### src/logic/xcvr_ctrl_pkg.sv
// Package of constants for the transceiver control and status contact logic
package xcvr_ctrl_pkg;
	// Rate boundary, in MBd: low select is at or below, high is above
	localparam int RateBoundaryMbd = 4250;
	localparam logic RateLow = 1'b0;
	localparam logic RateHigh = 1'b1;
	// Reset values of the registered outputs
	localparam logic FaultReset = 1'b0;
	localparam logic TxOffReset = 1'b1;
	localparam logic LostReset = 1'b0;
	localparam logic MissingReset = 1'b0;
	localparam logic SelReset = 1'b0;
	// Synchroniser depth
	localparam int SyncStages = 2;
	// Transmitter state machine, Gray coded
	typedef enum logic [1:0] {
		TX_HELD = 2'b00,
		TX_RUN = 2'b01,
		TX_OFF = 2'b11
	} tx_state_t;
endpackage

### src/logic/sync_bus_if.sv
// Interface carrying raw contact levels into the synchroniser and back
`timescale 1ns/1ps
interface sync_bus_if #(parameter int W = 8);
	logic [W-1:0] raw;
	logic [W-1:0] synced;
	modport src (output raw, input synced);
	modport dst (input raw, output synced);
endinterface

### src/logic/contact_sync.sv
// Two-stage synchroniser for asynchronous contact levels
`timescale 1ns/1ps
module contact_sync #(
	parameter int W = 8,
	parameter logic [W-1:0] INIT = '0
) (
	input wire logic clk,
	input wire logic rst_n,
	sync_bus_if.dst bus
);
	logic [W-1:0] meta_reg;
	logic [W-1:0] meta_next;
	logic [W-1:0] stable_reg;
	logic [W-1:0] stable_next;

	always_comb begin
		meta_next = bus.raw;
		stable_next = meta_reg;
	end

	// First stage read only by the second
	always_ff @(posedge clk or negedge rst_n) begin
		if (!rst_n) begin
			meta_reg <= INIT;
			stable_reg <= INIT;
		end else begin
			meta_reg <= meta_next;
			stable_reg <= stable_next;
		end
	end

	assign bus.synced = stable_reg;
endmodule

### src/logic/xcvr_ctrl_status.sv
// Control and status contact logic of a pluggable optical transceiver
// Contract
// - Fault output high on laser fault detection, low otherwise.
// - Without fault reporting, fault output stays low permanently.
// - Transmitter-off high or floating turns the transmitter off.
// - Passive cable assembly may ignore the transmitter-off input.
// - Transmitter-off low means transmitter runs normally.
// - Rate-select inputs weakly pulled low; undriven reads low.
// - Receive rate select optionally chooses receive rate range.
// - Transmit rate select optionally chooses transmit rate range.
// - Alternate scheme maps contacts to alternate select lines zero, one.
// - Low selects rates up to 4.25 GBd; high selects above.
// - Module-missing reads high when no module is present.
// - Receive signal lost high when optical level is too low.
// - Without loss reporting on the contact, hold it low.
`timescale 1ns/1ps
module xcvr_ctrl_status #(
	parameter bit FAULT_SUPPORTED = 1'b1,
	parameter bit LOST_SUPPORTED = 1'b1,
	parameter bit LOST_ON_MGMT_ONLY = 1'b0,
	parameter bit PASSIVE_CABLE = 1'b0,
	parameter bit RX_RATE_SUPPORTED = 1'b1,
	parameter bit TX_RATE_SUPPORTED = 1'b1
) (
	input wire logic clk,
	input wire logic rst_n,
	input wire logic transmitOffPin,
	input wire logic transmitOffDriven,
	input wire logic receiveRateSelectPin,
	input wire logic receiveRateSelectDriven,
	input wire logic transmitRateSelectPin,
	input wire logic transmitRateSelectDriven,
	input wire logic alternateSchemeEn,
	input wire logic laserFaultDetect,
	input wire logic opticalLevelLow,
	input wire logic modulePresent,
	output logic laserFaultOut,
	output logic laserFaultOe,
	output logic receiveSignalLostOut,
	output logic receiveSignalLostOe,
	output logic moduleMissing,
	output logic transmitterEnable,
	output logic receiveRateHigh,
	output logic transmitRateHigh,
	output logic alternateSelectZero,
	output logic alternateSelectOne
);
	// ****************************************************
	// Contact synchronisation
	// ****************************************************
	localparam int NumSync = 10;
	// Off contact starts floating and module present: held, no false absence
	localparam logic [NumSync-1:0] SyncInit = {1'b0,
		!xcvr_ctrl_pkg::MissingReset, 7'h00, xcvr_ctrl_pkg::TxOffReset};
	sync_bus_if #(.W(NumSync)) syncBus ();
	logic offPinS;
	logic offDrivenS;
	logic rxPinS;
	logic rxDrivenS;
	logic txPinS;
	logic txDrivenS;
	logic txOffS;
	logic rxSelS;
	logic txSelS;
	logic faultS;
	logic lowS;
	logic presentS;
	logic altS;

	assign syncBus.raw = {
		alternateSchemeEn,
		modulePresent,
		opticalLevelLow,
		laserFaultDetect,
		transmitRateSelectDriven,
		transmitRateSelectPin,
		receiveRateSelectDriven,
		receiveRateSelectPin,
		transmitOffDriven,
		transmitOffPin
	};

	contact_sync #(
		.W(NumSync),
		.INIT(SyncInit)
	) u_sync (
		.clk(clk),
		.rst_n(rst_n),
		.bus(syncBus.dst)
	);

	assign {
		altS,
		presentS,
		lowS,
		faultS,
		txDrivenS,
		txPinS,
		rxDrivenS,
		rxPinS,
		offDrivenS,
		offPinS
	} = syncBus.synced;

	// ****************************************************
	// Contact resolution
	// ****************************************************
	// Resolved after both stages; a drive/level skew lasts one cycle only
	assign txOffS = offDrivenS ? offPinS : 1'b1;
	assign rxSelS = rxDrivenS & rxPinS;
	assign txSelS = txDrivenS & txPinS;

	// ****************************************************
	// Transmitter state
	// ****************************************************
	xcvr_ctrl_pkg::tx_state_t txState_reg;
	xcvr_ctrl_pkg::tx_state_t txState_next;

	always_comb begin
		txState_next = txState_reg;
		case (txState_reg)
			xcvr_ctrl_pkg::TX_HELD: begin
				if (PASSIVE_CABLE || !txOffS) begin
					txState_next = xcvr_ctrl_pkg::TX_RUN;
				end
			end
			xcvr_ctrl_pkg::TX_RUN: begin
				if (txOffS && !PASSIVE_CABLE) begin
					txState_next = xcvr_ctrl_pkg::TX_OFF;
				end
			end
			xcvr_ctrl_pkg::TX_OFF: begin
				if (!txOffS || PASSIVE_CABLE) begin
					txState_next = xcvr_ctrl_pkg::TX_RUN;
				end
			end
			default: begin
				txState_next = xcvr_ctrl_pkg::TX_HELD;
			end
		endcase
	end

	always_ff @(posedge clk or negedge rst_n) begin
		if (!rst_n) begin
			txState_reg <= xcvr_ctrl_pkg::TX_HELD;
		end else begin
			txState_reg <= txState_next;
		end
	end

	// ****************************************************
	// Status and rate outputs
	// ****************************************************
	logic fault_reg;
	logic fault_next;
	logic lost_reg;
	logic lost_next;
	logic missing_reg;
	logic missing_next;
	logic txEn_reg;
	logic txEn_next;
	logic rxRate_reg;
	logic rxRate_next;
	logic txRate_reg;
	logic txRate_next;
	logic alt0_reg;
	logic alt0_next;
	logic alt1_reg;
	logic alt1_next;

	always_comb begin
		fault_next = FAULT_SUPPORTED ? faultS : 1'b0;
		lost_next = (LOST_SUPPORTED && !LOST_ON_MGMT_ONLY) ? lowS : 1'b0;
		missing_next = !presentS;
		txEn_next = (txState_next == xcvr_ctrl_pkg::TX_RUN);
		// Alternate scheme takes both contacts off the rate paths
		rxRate_next = xcvr_ctrl_pkg::RateLow;
		txRate_next = xcvr_ctrl_pkg::RateLow;
		alt0_next = xcvr_ctrl_pkg::SelReset;
		alt1_next = xcvr_ctrl_pkg::SelReset;
		if (altS) begin
			alt0_next = rxSelS;
			alt1_next = txSelS;
		end else begin
			if (RX_RATE_SUPPORTED) begin
				rxRate_next = rxSelS;
			end
			if (TX_RATE_SUPPORTED) begin
				txRate_next = txSelS;
			end
		end
	end

	always_ff @(posedge clk or negedge rst_n) begin
		if (!rst_n) begin
			fault_reg <= xcvr_ctrl_pkg::FaultReset;
			lost_reg <= xcvr_ctrl_pkg::LostReset;
			missing_reg <= xcvr_ctrl_pkg::MissingReset;
			txEn_reg <= !xcvr_ctrl_pkg::TxOffReset;
			rxRate_reg <= xcvr_ctrl_pkg::SelReset;
			txRate_reg <= xcvr_ctrl_pkg::SelReset;
			alt0_reg <= xcvr_ctrl_pkg::SelReset;
			alt1_reg <= xcvr_ctrl_pkg::SelReset;
		end else begin
			fault_reg <= fault_next;
			lost_reg <= lost_next;
			missing_reg <= missing_next;
			txEn_reg <= txEn_next;
			rxRate_reg <= rxRate_next;
			txRate_reg <= txRate_next;
			alt0_reg <= alt0_next;
			alt1_reg <= alt1_next;
		end
	end

	// Open-drain contacts: enable pulls low, release lets host pull high
	assign laserFaultOut = 1'b0;
	assign laserFaultOe = !fault_reg;
	assign receiveSignalLostOut = 1'b0;
	assign receiveSignalLostOe = !lost_reg;
	assign moduleMissing = missing_reg;
	assign transmitterEnable = txEn_reg;
	assign receiveRateHigh = rxRate_reg;
	assign transmitRateHigh = txRate_reg;
	assign alternateSelectZero = alt0_reg;
	assign alternateSelectOne = alt1_reg;
endmodule

### config.mk
export PLATFORM = sky130hd
export DESIGN_NAME = xcvr_ctrl_status
export DESIGN_NICKNAME = d
export VERILOG_FILES = /design/src/logic/xcvr_ctrl_pkg.sv /design/src/logic/sync_bus_if.sv /design/src/logic/contact_sync.sv /design/src/logic/xcvr_ctrl_status.sv
export SDC_FILE = /design/constraint.sdc
export NUM_CORES = 1
export LEC_CHECK = 0
export ABC_AREA = 1
export BUFFER_PORTS_ARGS = -buffer_cell sky130_fd_sc_hd__buf_4
export CAP_MARGIN = 20
export CORE_UTILIZATION = 39
export CTS_CLUSTER_DIAMETER = 120
export DETAILED_ROUTE_END_ITERATION = 12
export PLACE_DENSITY = 0.67
export SLEW_MARGIN = 30
export SYNTH_ARGS = -nofsm -noshare
export SYNTH_HDL_FRONTEND = slang
export SYNTH_SLANG_ARGS = --single-unit
export TNS_END_PERCENT = 30
### constraint.sdc
create_clock -name clk -period 1.27 [get_ports clk]
set_clock_uncertainty 0.15 [all_clocks]
set_input_delay 0.1905 -clock clk [delete_from_list [all_inputs] [get_ports clk]]
set_output_delay 0.1905 -clock clk [all_outputs]
set_load 0.005 [all_outputs]
==> results.tsv, run 1 <==
stage	metric	value	unit
power	p_seq_share	53.9	%
routing	drc	0	
clock_tree	clkTransAtPathRegs	0.09	ns
power	combPwrFrac	18.2	%
power	power_switching	0.5299	mW
global_route	grt_pass1_wl	2063	um
synth	netlist_instances	63	
placed_design	port_buffers	19	
power	power.total	2.022	mW
critical_path	startpoint_type	flop	
timing	rsz0062_at_grt	yes	
run	cap_viol_max_count	0	
power	powerDensity	1600	mW/mm2
timing	slew_violations	0	
outcome	outcome	finished, final reports clean	
synth	synth_cell_types	13	
clock_tree	insertion_delay	0.31	ns
global_route	grt_max_degree	31	
die	io_pins	22	
routing	route.detailed.wl_per_inst	9.344	um
die	start_util	41.69	%
cells_and_area	diodes	0	
synth	synth-warning-count	0	
routing	route.vias.total	508	
die	die_w	50.63	um
routing	routed_wl	1196	um
cells_and_area	fill_cells	184	
cells_and_area	area_delta_synth_final	37.04	%
cells_and_area	drive_gt1_share	35.00	%
power	vdd_drop_max	1024	uV
cells_and_area	fin_cells	128	
synth	syn_area	922.1	um2
timing	hold_violations	0	
global_route	grt_pass1_vias	509	
critical_path	crit_end	transmitterEnable$_DFF_PN0_	
placed_design	place_hpwl	739.7	um
routing	drt-pass1-iter-count	2	
clock_tree	htreeDepth	2	
clock_tree	cts_buffers	5	
synth	ys_seq_elements	30	
critical_path	reg2regPathDepth	4	
timing	period_share	97.87	%
clock_tree	cts.path.max_buffers	2	
clock_tree	post_cts_buffers	0	
critical_path	critical_path.max_fanout	4	
die	std_cell_rows	17	
critical_path	cp.arrival	1.35	ns
routing	antenna_left	0	
timing	finalCriticalPeriod	1.243	ns
die	die_h	50.63	um
critical_path	r2r_start	txState_reg[1]$_DFF_PN0_	
hold_path	hold_path_class	input pin to async pin	
global_route	grtUsageTotal	11.96	%
clock_tree	cts.sink_count	30	
placed_design	dp_cells	109	
timing	finalSetupViolations	0	
routing	vias_per_cell	3.969	
power	sw_frac_of_total	26.21	%
power	clkPwrFrac	27.9	%
cells_and_area	final_util	57.13	%
routing	drt_iter0_markers	1	
timing	hold_slack	0.1809	ns
placed_design	gp_congestion	0.6185	
clock_tree	cts_tree	built	
critical_path	end_kind	flop	
synth	avgSynthCellArea	14.64	um2
critical_path	crit_type	flop to flop	
global_route	grt_overflow_total	0	
global_route	antenna_found_initial	0	
power	power.internal	1.492	mW
critical_path	ff2ff_setup_slack	0.03	ns
placed_design	placed_area	0.001089	mm2
clock_tree	clock-root-buffer	clkbuf_4	
die	die_area	0.002563	mm2
cells_and_area	design_area	0.001264	mm2
power	power_leakage	0.6501	nW
synth	ys_seq_area_share	81.95	%
critical_path	worstPathRequired	1.37	ns
timing	timing.fmax	804.5	MHz
critical_path	rr_endpoint	transmitterEnable$_DFF_PN0_	
die	core_area	0.002212	mm2
cells_and_area	nNetsFinal	113	
critical_path	worstSetupStartpoint	txState_reg[1]$_DFF_PN0_	
## area by class of cell
class                      count  area, um2  share of cell area (%)
clock buffer                   7      55.05                   4.356
clock inverter                 1      5.005                  0.3960
inverter                      14      52.55                   4.158
multi-input combinational     18      107.6                   8.515
sequential                    30      755.7                   59.80
tap                           28      35.03                   2.772
timing repair buffer          30      252.7                   20.00
## layout by cell type (no fill, tap or decap)
| cell type | n |
|---|---|
| dfrtp_1 | 26 |
| buf_4 | 19 |
| inv_1 | 14 |
| dlygate4sd3_1 | 11 |
| clkbuf_4 | 5 |
| nor3_1 | 4 |
| dfstp_2 | 4 |
| nand2_2 | 3 |
| nand2_1 | 3 |
| ha_1 | 2 |
| conb_1 | 2 |
| o21ai_2 | 1 |
| nand3_1 | 1 |
| a21oi_1 | 1 |
| nor2_2 | 1 |
| clkbuf_1 | 1 |
| clkbuf_8 | 1 |
| clkinv_2 | 1 |
## power by group through the flow
stage / combinational [mW] / sequential, mW / clock, mW
floorplan: 0.203 / 1.10 / 0
global route: 0.428 / 1.10 / 0.636
finish: 0.369 / 1.09 / 0.564
global placement: 0.291 / 1.10 / 0
detailed placement: 0.323 / 1.11 / 0
CTS: 0.351 / 1.09 / 0.588
## how the worst min path moves through the flow
stage / slack (ns) / cells past startpoint / endpoint
finish: 0.18 / 2 / moduleMissing$_DFF_PN0_
global route: 0.19 / 2 / moduleMissing$_DFF_PN0_
CTS: 0.17 / 2 / u_sync.bus.synced[4]$_DFF_PN0_
detailed placement: -0.02 / 1 / u_sync.meta_reg[1]$_DFF_PN0_
global placement: -0.03 / 1 / u_sync.meta_reg[1]$_DFF_PN0_
floorplan: -0.26 / 0 / alternateSelectOne$_DFF_PN0_
## cell usage after synthesis
cell type / instances / share of area, %
nand2_1: 5 / 2.0
buf_4: 2 / 1.6
dfrtp_1: 26 / 71
o21ai_2: 1 / 0.95
nand2_2: 1 / 0.68
inv_1: 14 / 5.7
dfstp_2: 4 / 11
a21oi_1: 1 / 0.54
nand3_1: 1 / 0.54
nor2_2: 1 / 0.68
conb_1: 1 / 0.41
ha_1: 2 / 2.7
nor3_1: 4 / 2.2
## worst max-delay path, cell delays in order (launching register included)
cell and delay [ns]:
dfrtp_1 0.43, ha_1 0.32, nand3_1 0.11, nand2_1 0.08, nor2_2 0.10
## metrics by stage
step,worst slack (ns),TNS [ns]
after floorplan,0.1104,0
after global placement,0.1023,0
after detailed placement,0.03582,0
after CTS,0.02129,0
after global routing,-0.04450,-0.08753
final,0.02699,0
## per-layer routing
layer | up-vias | wire, um | track usage (%)
met3 | 0 | 89 | 7.576
met2 | 22 | 610 | 20.00
li1 | 251 | - | -
met1 | 235 | 496 | 11.59
met4 | 0 | 0 | 5.093
met5 | - | 0 | 0
## kinds of logic after synthesis
family	count (synthesis)	share of synthesized area [%]
flip-flops	30	81.95
AO/OA/AOI/OAI	2	1.492
adder cells (fa/ha/maj)	2	2.713
other	1	0.4067
AND/OR/NAND/NOR	12	6.106
buffers and inverters	16	7.326
## repair_timing
item	CTS	global route
endpoints found under the setup margin	0	3
hold buffers	11	0
hold endpoints to repair	40	0
gates resized for setup	0	2
Power figures use the tool's default switching activity.
==> run 2: changes to the inputs <==
--- a/config.mk
+++ b/config.mk
@@ -11,6 +11,7 @@
 export CORE_UTILIZATION = 39
 export CTS_CLUSTER_DIAMETER = 120
 export DETAILED_ROUTE_END_ITERATION = 12
+export GPL_TIMING_DRIVEN = 0
 export PLACE_DENSITY = 0.67
 export SLEW_MARGIN = 30
 export SYNTH_ARGS = -nofsm -noshare
==> run 2 against run 1 <==
  * Power fell by 0.99%
  * Fmax rose by 2.6%
  * Combinational power rose by 2%
  * Wire length fell by 10%
  * Hold slack got worse by 0.0013 ns
  * Utilization rose by 0.85 points
  * Register-to-register slack improved by 0.03 ns
  * Critical path type unchanged
==> results.tsv, run 2 (same netlist as run 1, synthesis figures left out) <==
stage	metric	value	unit	change
outcome	outcome	finished, final reports clean		
routing	route.vias.total	511		+0.59%
cells_and_area	layout_common_cells	26 x dfrtp_1, 22 x buf_4, 14 x inv_1		
critical_path	max_stage_delay	0.36	ns	-0.07 ns
cells_and_area	layout_commonest_cell	dfrtp_1		
routing	drt-pass1-iter-count	2		unchanged
routing	routed_wl	1074	um	-10%
cells_and_area	nNetsFinal	116		+2.7%
die	start_util	41.69	%	unchanged
global_route	grtUsageTotal	10.52	%	-1.4 points
critical_path	reg2regPathDepth	6		+2
critical_path	cp.arrival	1.26	ns	-0.09 ns
clock_tree	clock-root-buffer	clkbuf_4		
clock_tree	clkTransAtPathRegs	0.08	ns	about the same
clock_tree	cts_buffers	5		unchanged
placed_design	port_buffers	19		unchanged
die	std_cell_rows	17		unchanged
run	cap_viol_max_count	0		unchanged
timing	hold_slack	0.1796	ns	-0.001289 ns
critical_path	critical_path.max_fanout	2		-2
critical_path	cp_top_family	flip-flops		
cells_and_area	diodes	0		unchanged
global_route	grt_overflow_total	0		unchanged
cells_and_area	area_delta_synth_final	39.08	%	
timing	tns	0	ns	unchanged
critical_path	crit_end	txState_reg[0]$_DFF_PN0_		
routing	vias_per_cell	3.901		-1.7%
cells_and_area	final_util	57.98	%	+0.85 points
cells_and_area	drive_gt1_share	34.95	%	-0.049 points
critical_path	ff2ff_setup_slack	0.06	ns	+0.03 ns
die	core_area	0.002212	mm2	unchanged
global_route	grt_pass1_vias	481		-5.5%
clock_tree	htreeDepth	2		unchanged
global_route	grt_max_degree	31		unchanged
die	die_area	0.002563	mm2	unchanged
critical_path	crit_chain	inv_1 -> ha_1 -> nand2_1 -> nand2_1 -> nand2_2 -> inv_1		
power	power.internal	1.508	mW	+1.1%
power	clkPwrFrac	27.0	%	-0.9 points
timing	finalCriticalPeriod	1.211	ns	-0.03157 ns
critical_path	rr_endpoint	txState_reg[0]$_DFF_PN0_		
power	powerDensity	1561	mW/mm2	-2.4%
clock_tree	cts_tree	built		
die	die_w	50.63	um	unchanged
clock_tree	cts.sink_count	30		unchanged
global_route	antenna_found_initial	0		unchanged
critical_path	startpoint_type	flop		
die	die_h	50.63	um	unchanged
power	p_seq_share	54.1	%	+0.2 points
placed_design	place_hpwl	681.2	um	-7.9%
die	io_pins	22		unchanged
timing	hold_violations	0		unchanged
timing	setup_ws	0.05856	ns	+0.03157 ns
hold_path	hold_path_class	input pin to async pin		
routing	drt_iter0_markers	4		+3
power	power.total	2.002	mW	-0.99%
critical_path	crit_cells	6		+2
timing	slew_violations	0		unchanged
routing	antenna_left	0		unchanged
placed_design	gp_congestion	0.6457		+4.4%
global_route	grt_pass1_wl	1849	um	-10%
critical_path	crit_type	flop to flop		
critical_path	r2r_start	txState_reg[0]$_DFF_PN0_		
power	vdd_drop_max	920.5	uV	-10%
critical_path	critPathSlowestCell	dfrtp_1		
routing	drc	0		unchanged
timing	finalSetupViolations	0		unchanged
routing	route.detailed.wl_per_inst	8.198	um	-12%
power	sw_frac_of_total	24.67	%	-1.5 points
clock_tree	insertion_delay	0.30	ns	about the same
power	combPwrFrac	18.9	%	+0.7 points
critical_path	worstSetupStartpoint	txState_reg[0]$_DFF_PN0_		
placed_design	place_ws	0.02863	ns	-0.007190 ns
critical_path	worstPathRequired	1.32	ns	-0.05 ns
power	power_switching	0.4939	mW	-6.8%
timing	period_share	95.39	%	-2.5 points
critical_path	timing.critical_path.buf_inv	2		+2
cells_and_area	fill_cells	182		-1.1%
timing	timing.fmax	825.5	MHz	+2.6%
clock_tree	cts.path.max_buffers	2		unchanged
power	power_leakage	0.6634	nW	+2.0%
critical_path	end_kind	flop		
## run 2: power groups by stage
stage / clock network [mW] / registers, mW / logic [mW]
2_1_floorplan: 0 / 1.10 / 0.203
3_3_place_gp: 0 / 1.10 / 0.301
3_5_place_dp: 0 / 1.11 / 0.317
4_1_cts: 0.560 / 1.09 / 0.345
5_1_grt: 0.614 / 1.09 / 0.430
6_report: 0.540 / 1.08 / 0.378
## run 2: final cells by class
| class | instances | area [um2] | area share (%) |
|---|---|---|---|
| clock buffers | 8 | 58.81 | 4.585 |
| flip-flops and latches | 30 | 755.7 | 58.93 |
| multi-input cells | 18 | 105.1 | 8.195 |
| inverters | 14 | 52.55 | 4.098 |
| plain buffers | 2 | 15.01 | 1.171 |
| well taps | 28 | 35.03 | 2.732 |
| repair buffers | 31 | 260.3 | 20.29 |
## run 2: worst min-delay path by stage
stage	startpoint	to	slack, ns	cells past startpoint
after global routing	rst_n	u_sync.bus.synced[4]$_DFF_PN0_	0.18	2
after detailed placement	rst_n	u_sync.meta_reg[6]$_DFF_PN0_	-0.02	1
after floorplan	rst_n	alternateSelectOne$_DFF_PN0_	-0.26	0
final	rst_n	u_sync.bus.synced[2]$_DFF_PN0_	0.18	2
after CTS	rst_n	u_sync.meta_reg[2]$_DFF_PN0_	0.18	2
after global placement	rst_n	u_sync.meta_reg[1]$_DFF_PN0_	-0.03	1
## run 2: metrics by stage
step	area (um2)	instances
floorplan	925.9	64
global placement	1104	111
detailed placement	1104	111
CTS	1272	130
global route	1282	131
finish	1282	131
## run 2: per-layer routing
layer  global-route usage (%)  vias to the layer above  share of wire [%]
met3                    7.273                        0                8.0
met2                    17.56                       24                 51
met5                        0                        -                  0
met1                    10.37                      228                 41
met4                    3.241                        0                  0
li1                         -                      259                  -
## run 2: what timing repair did
action	in CTS	in global routing
endpoints found under the hold margin	40	0
hold buffers	11	0
setup endpoints to repair	0	3
buffers inserted	0	1
gates resized for setup	0	1
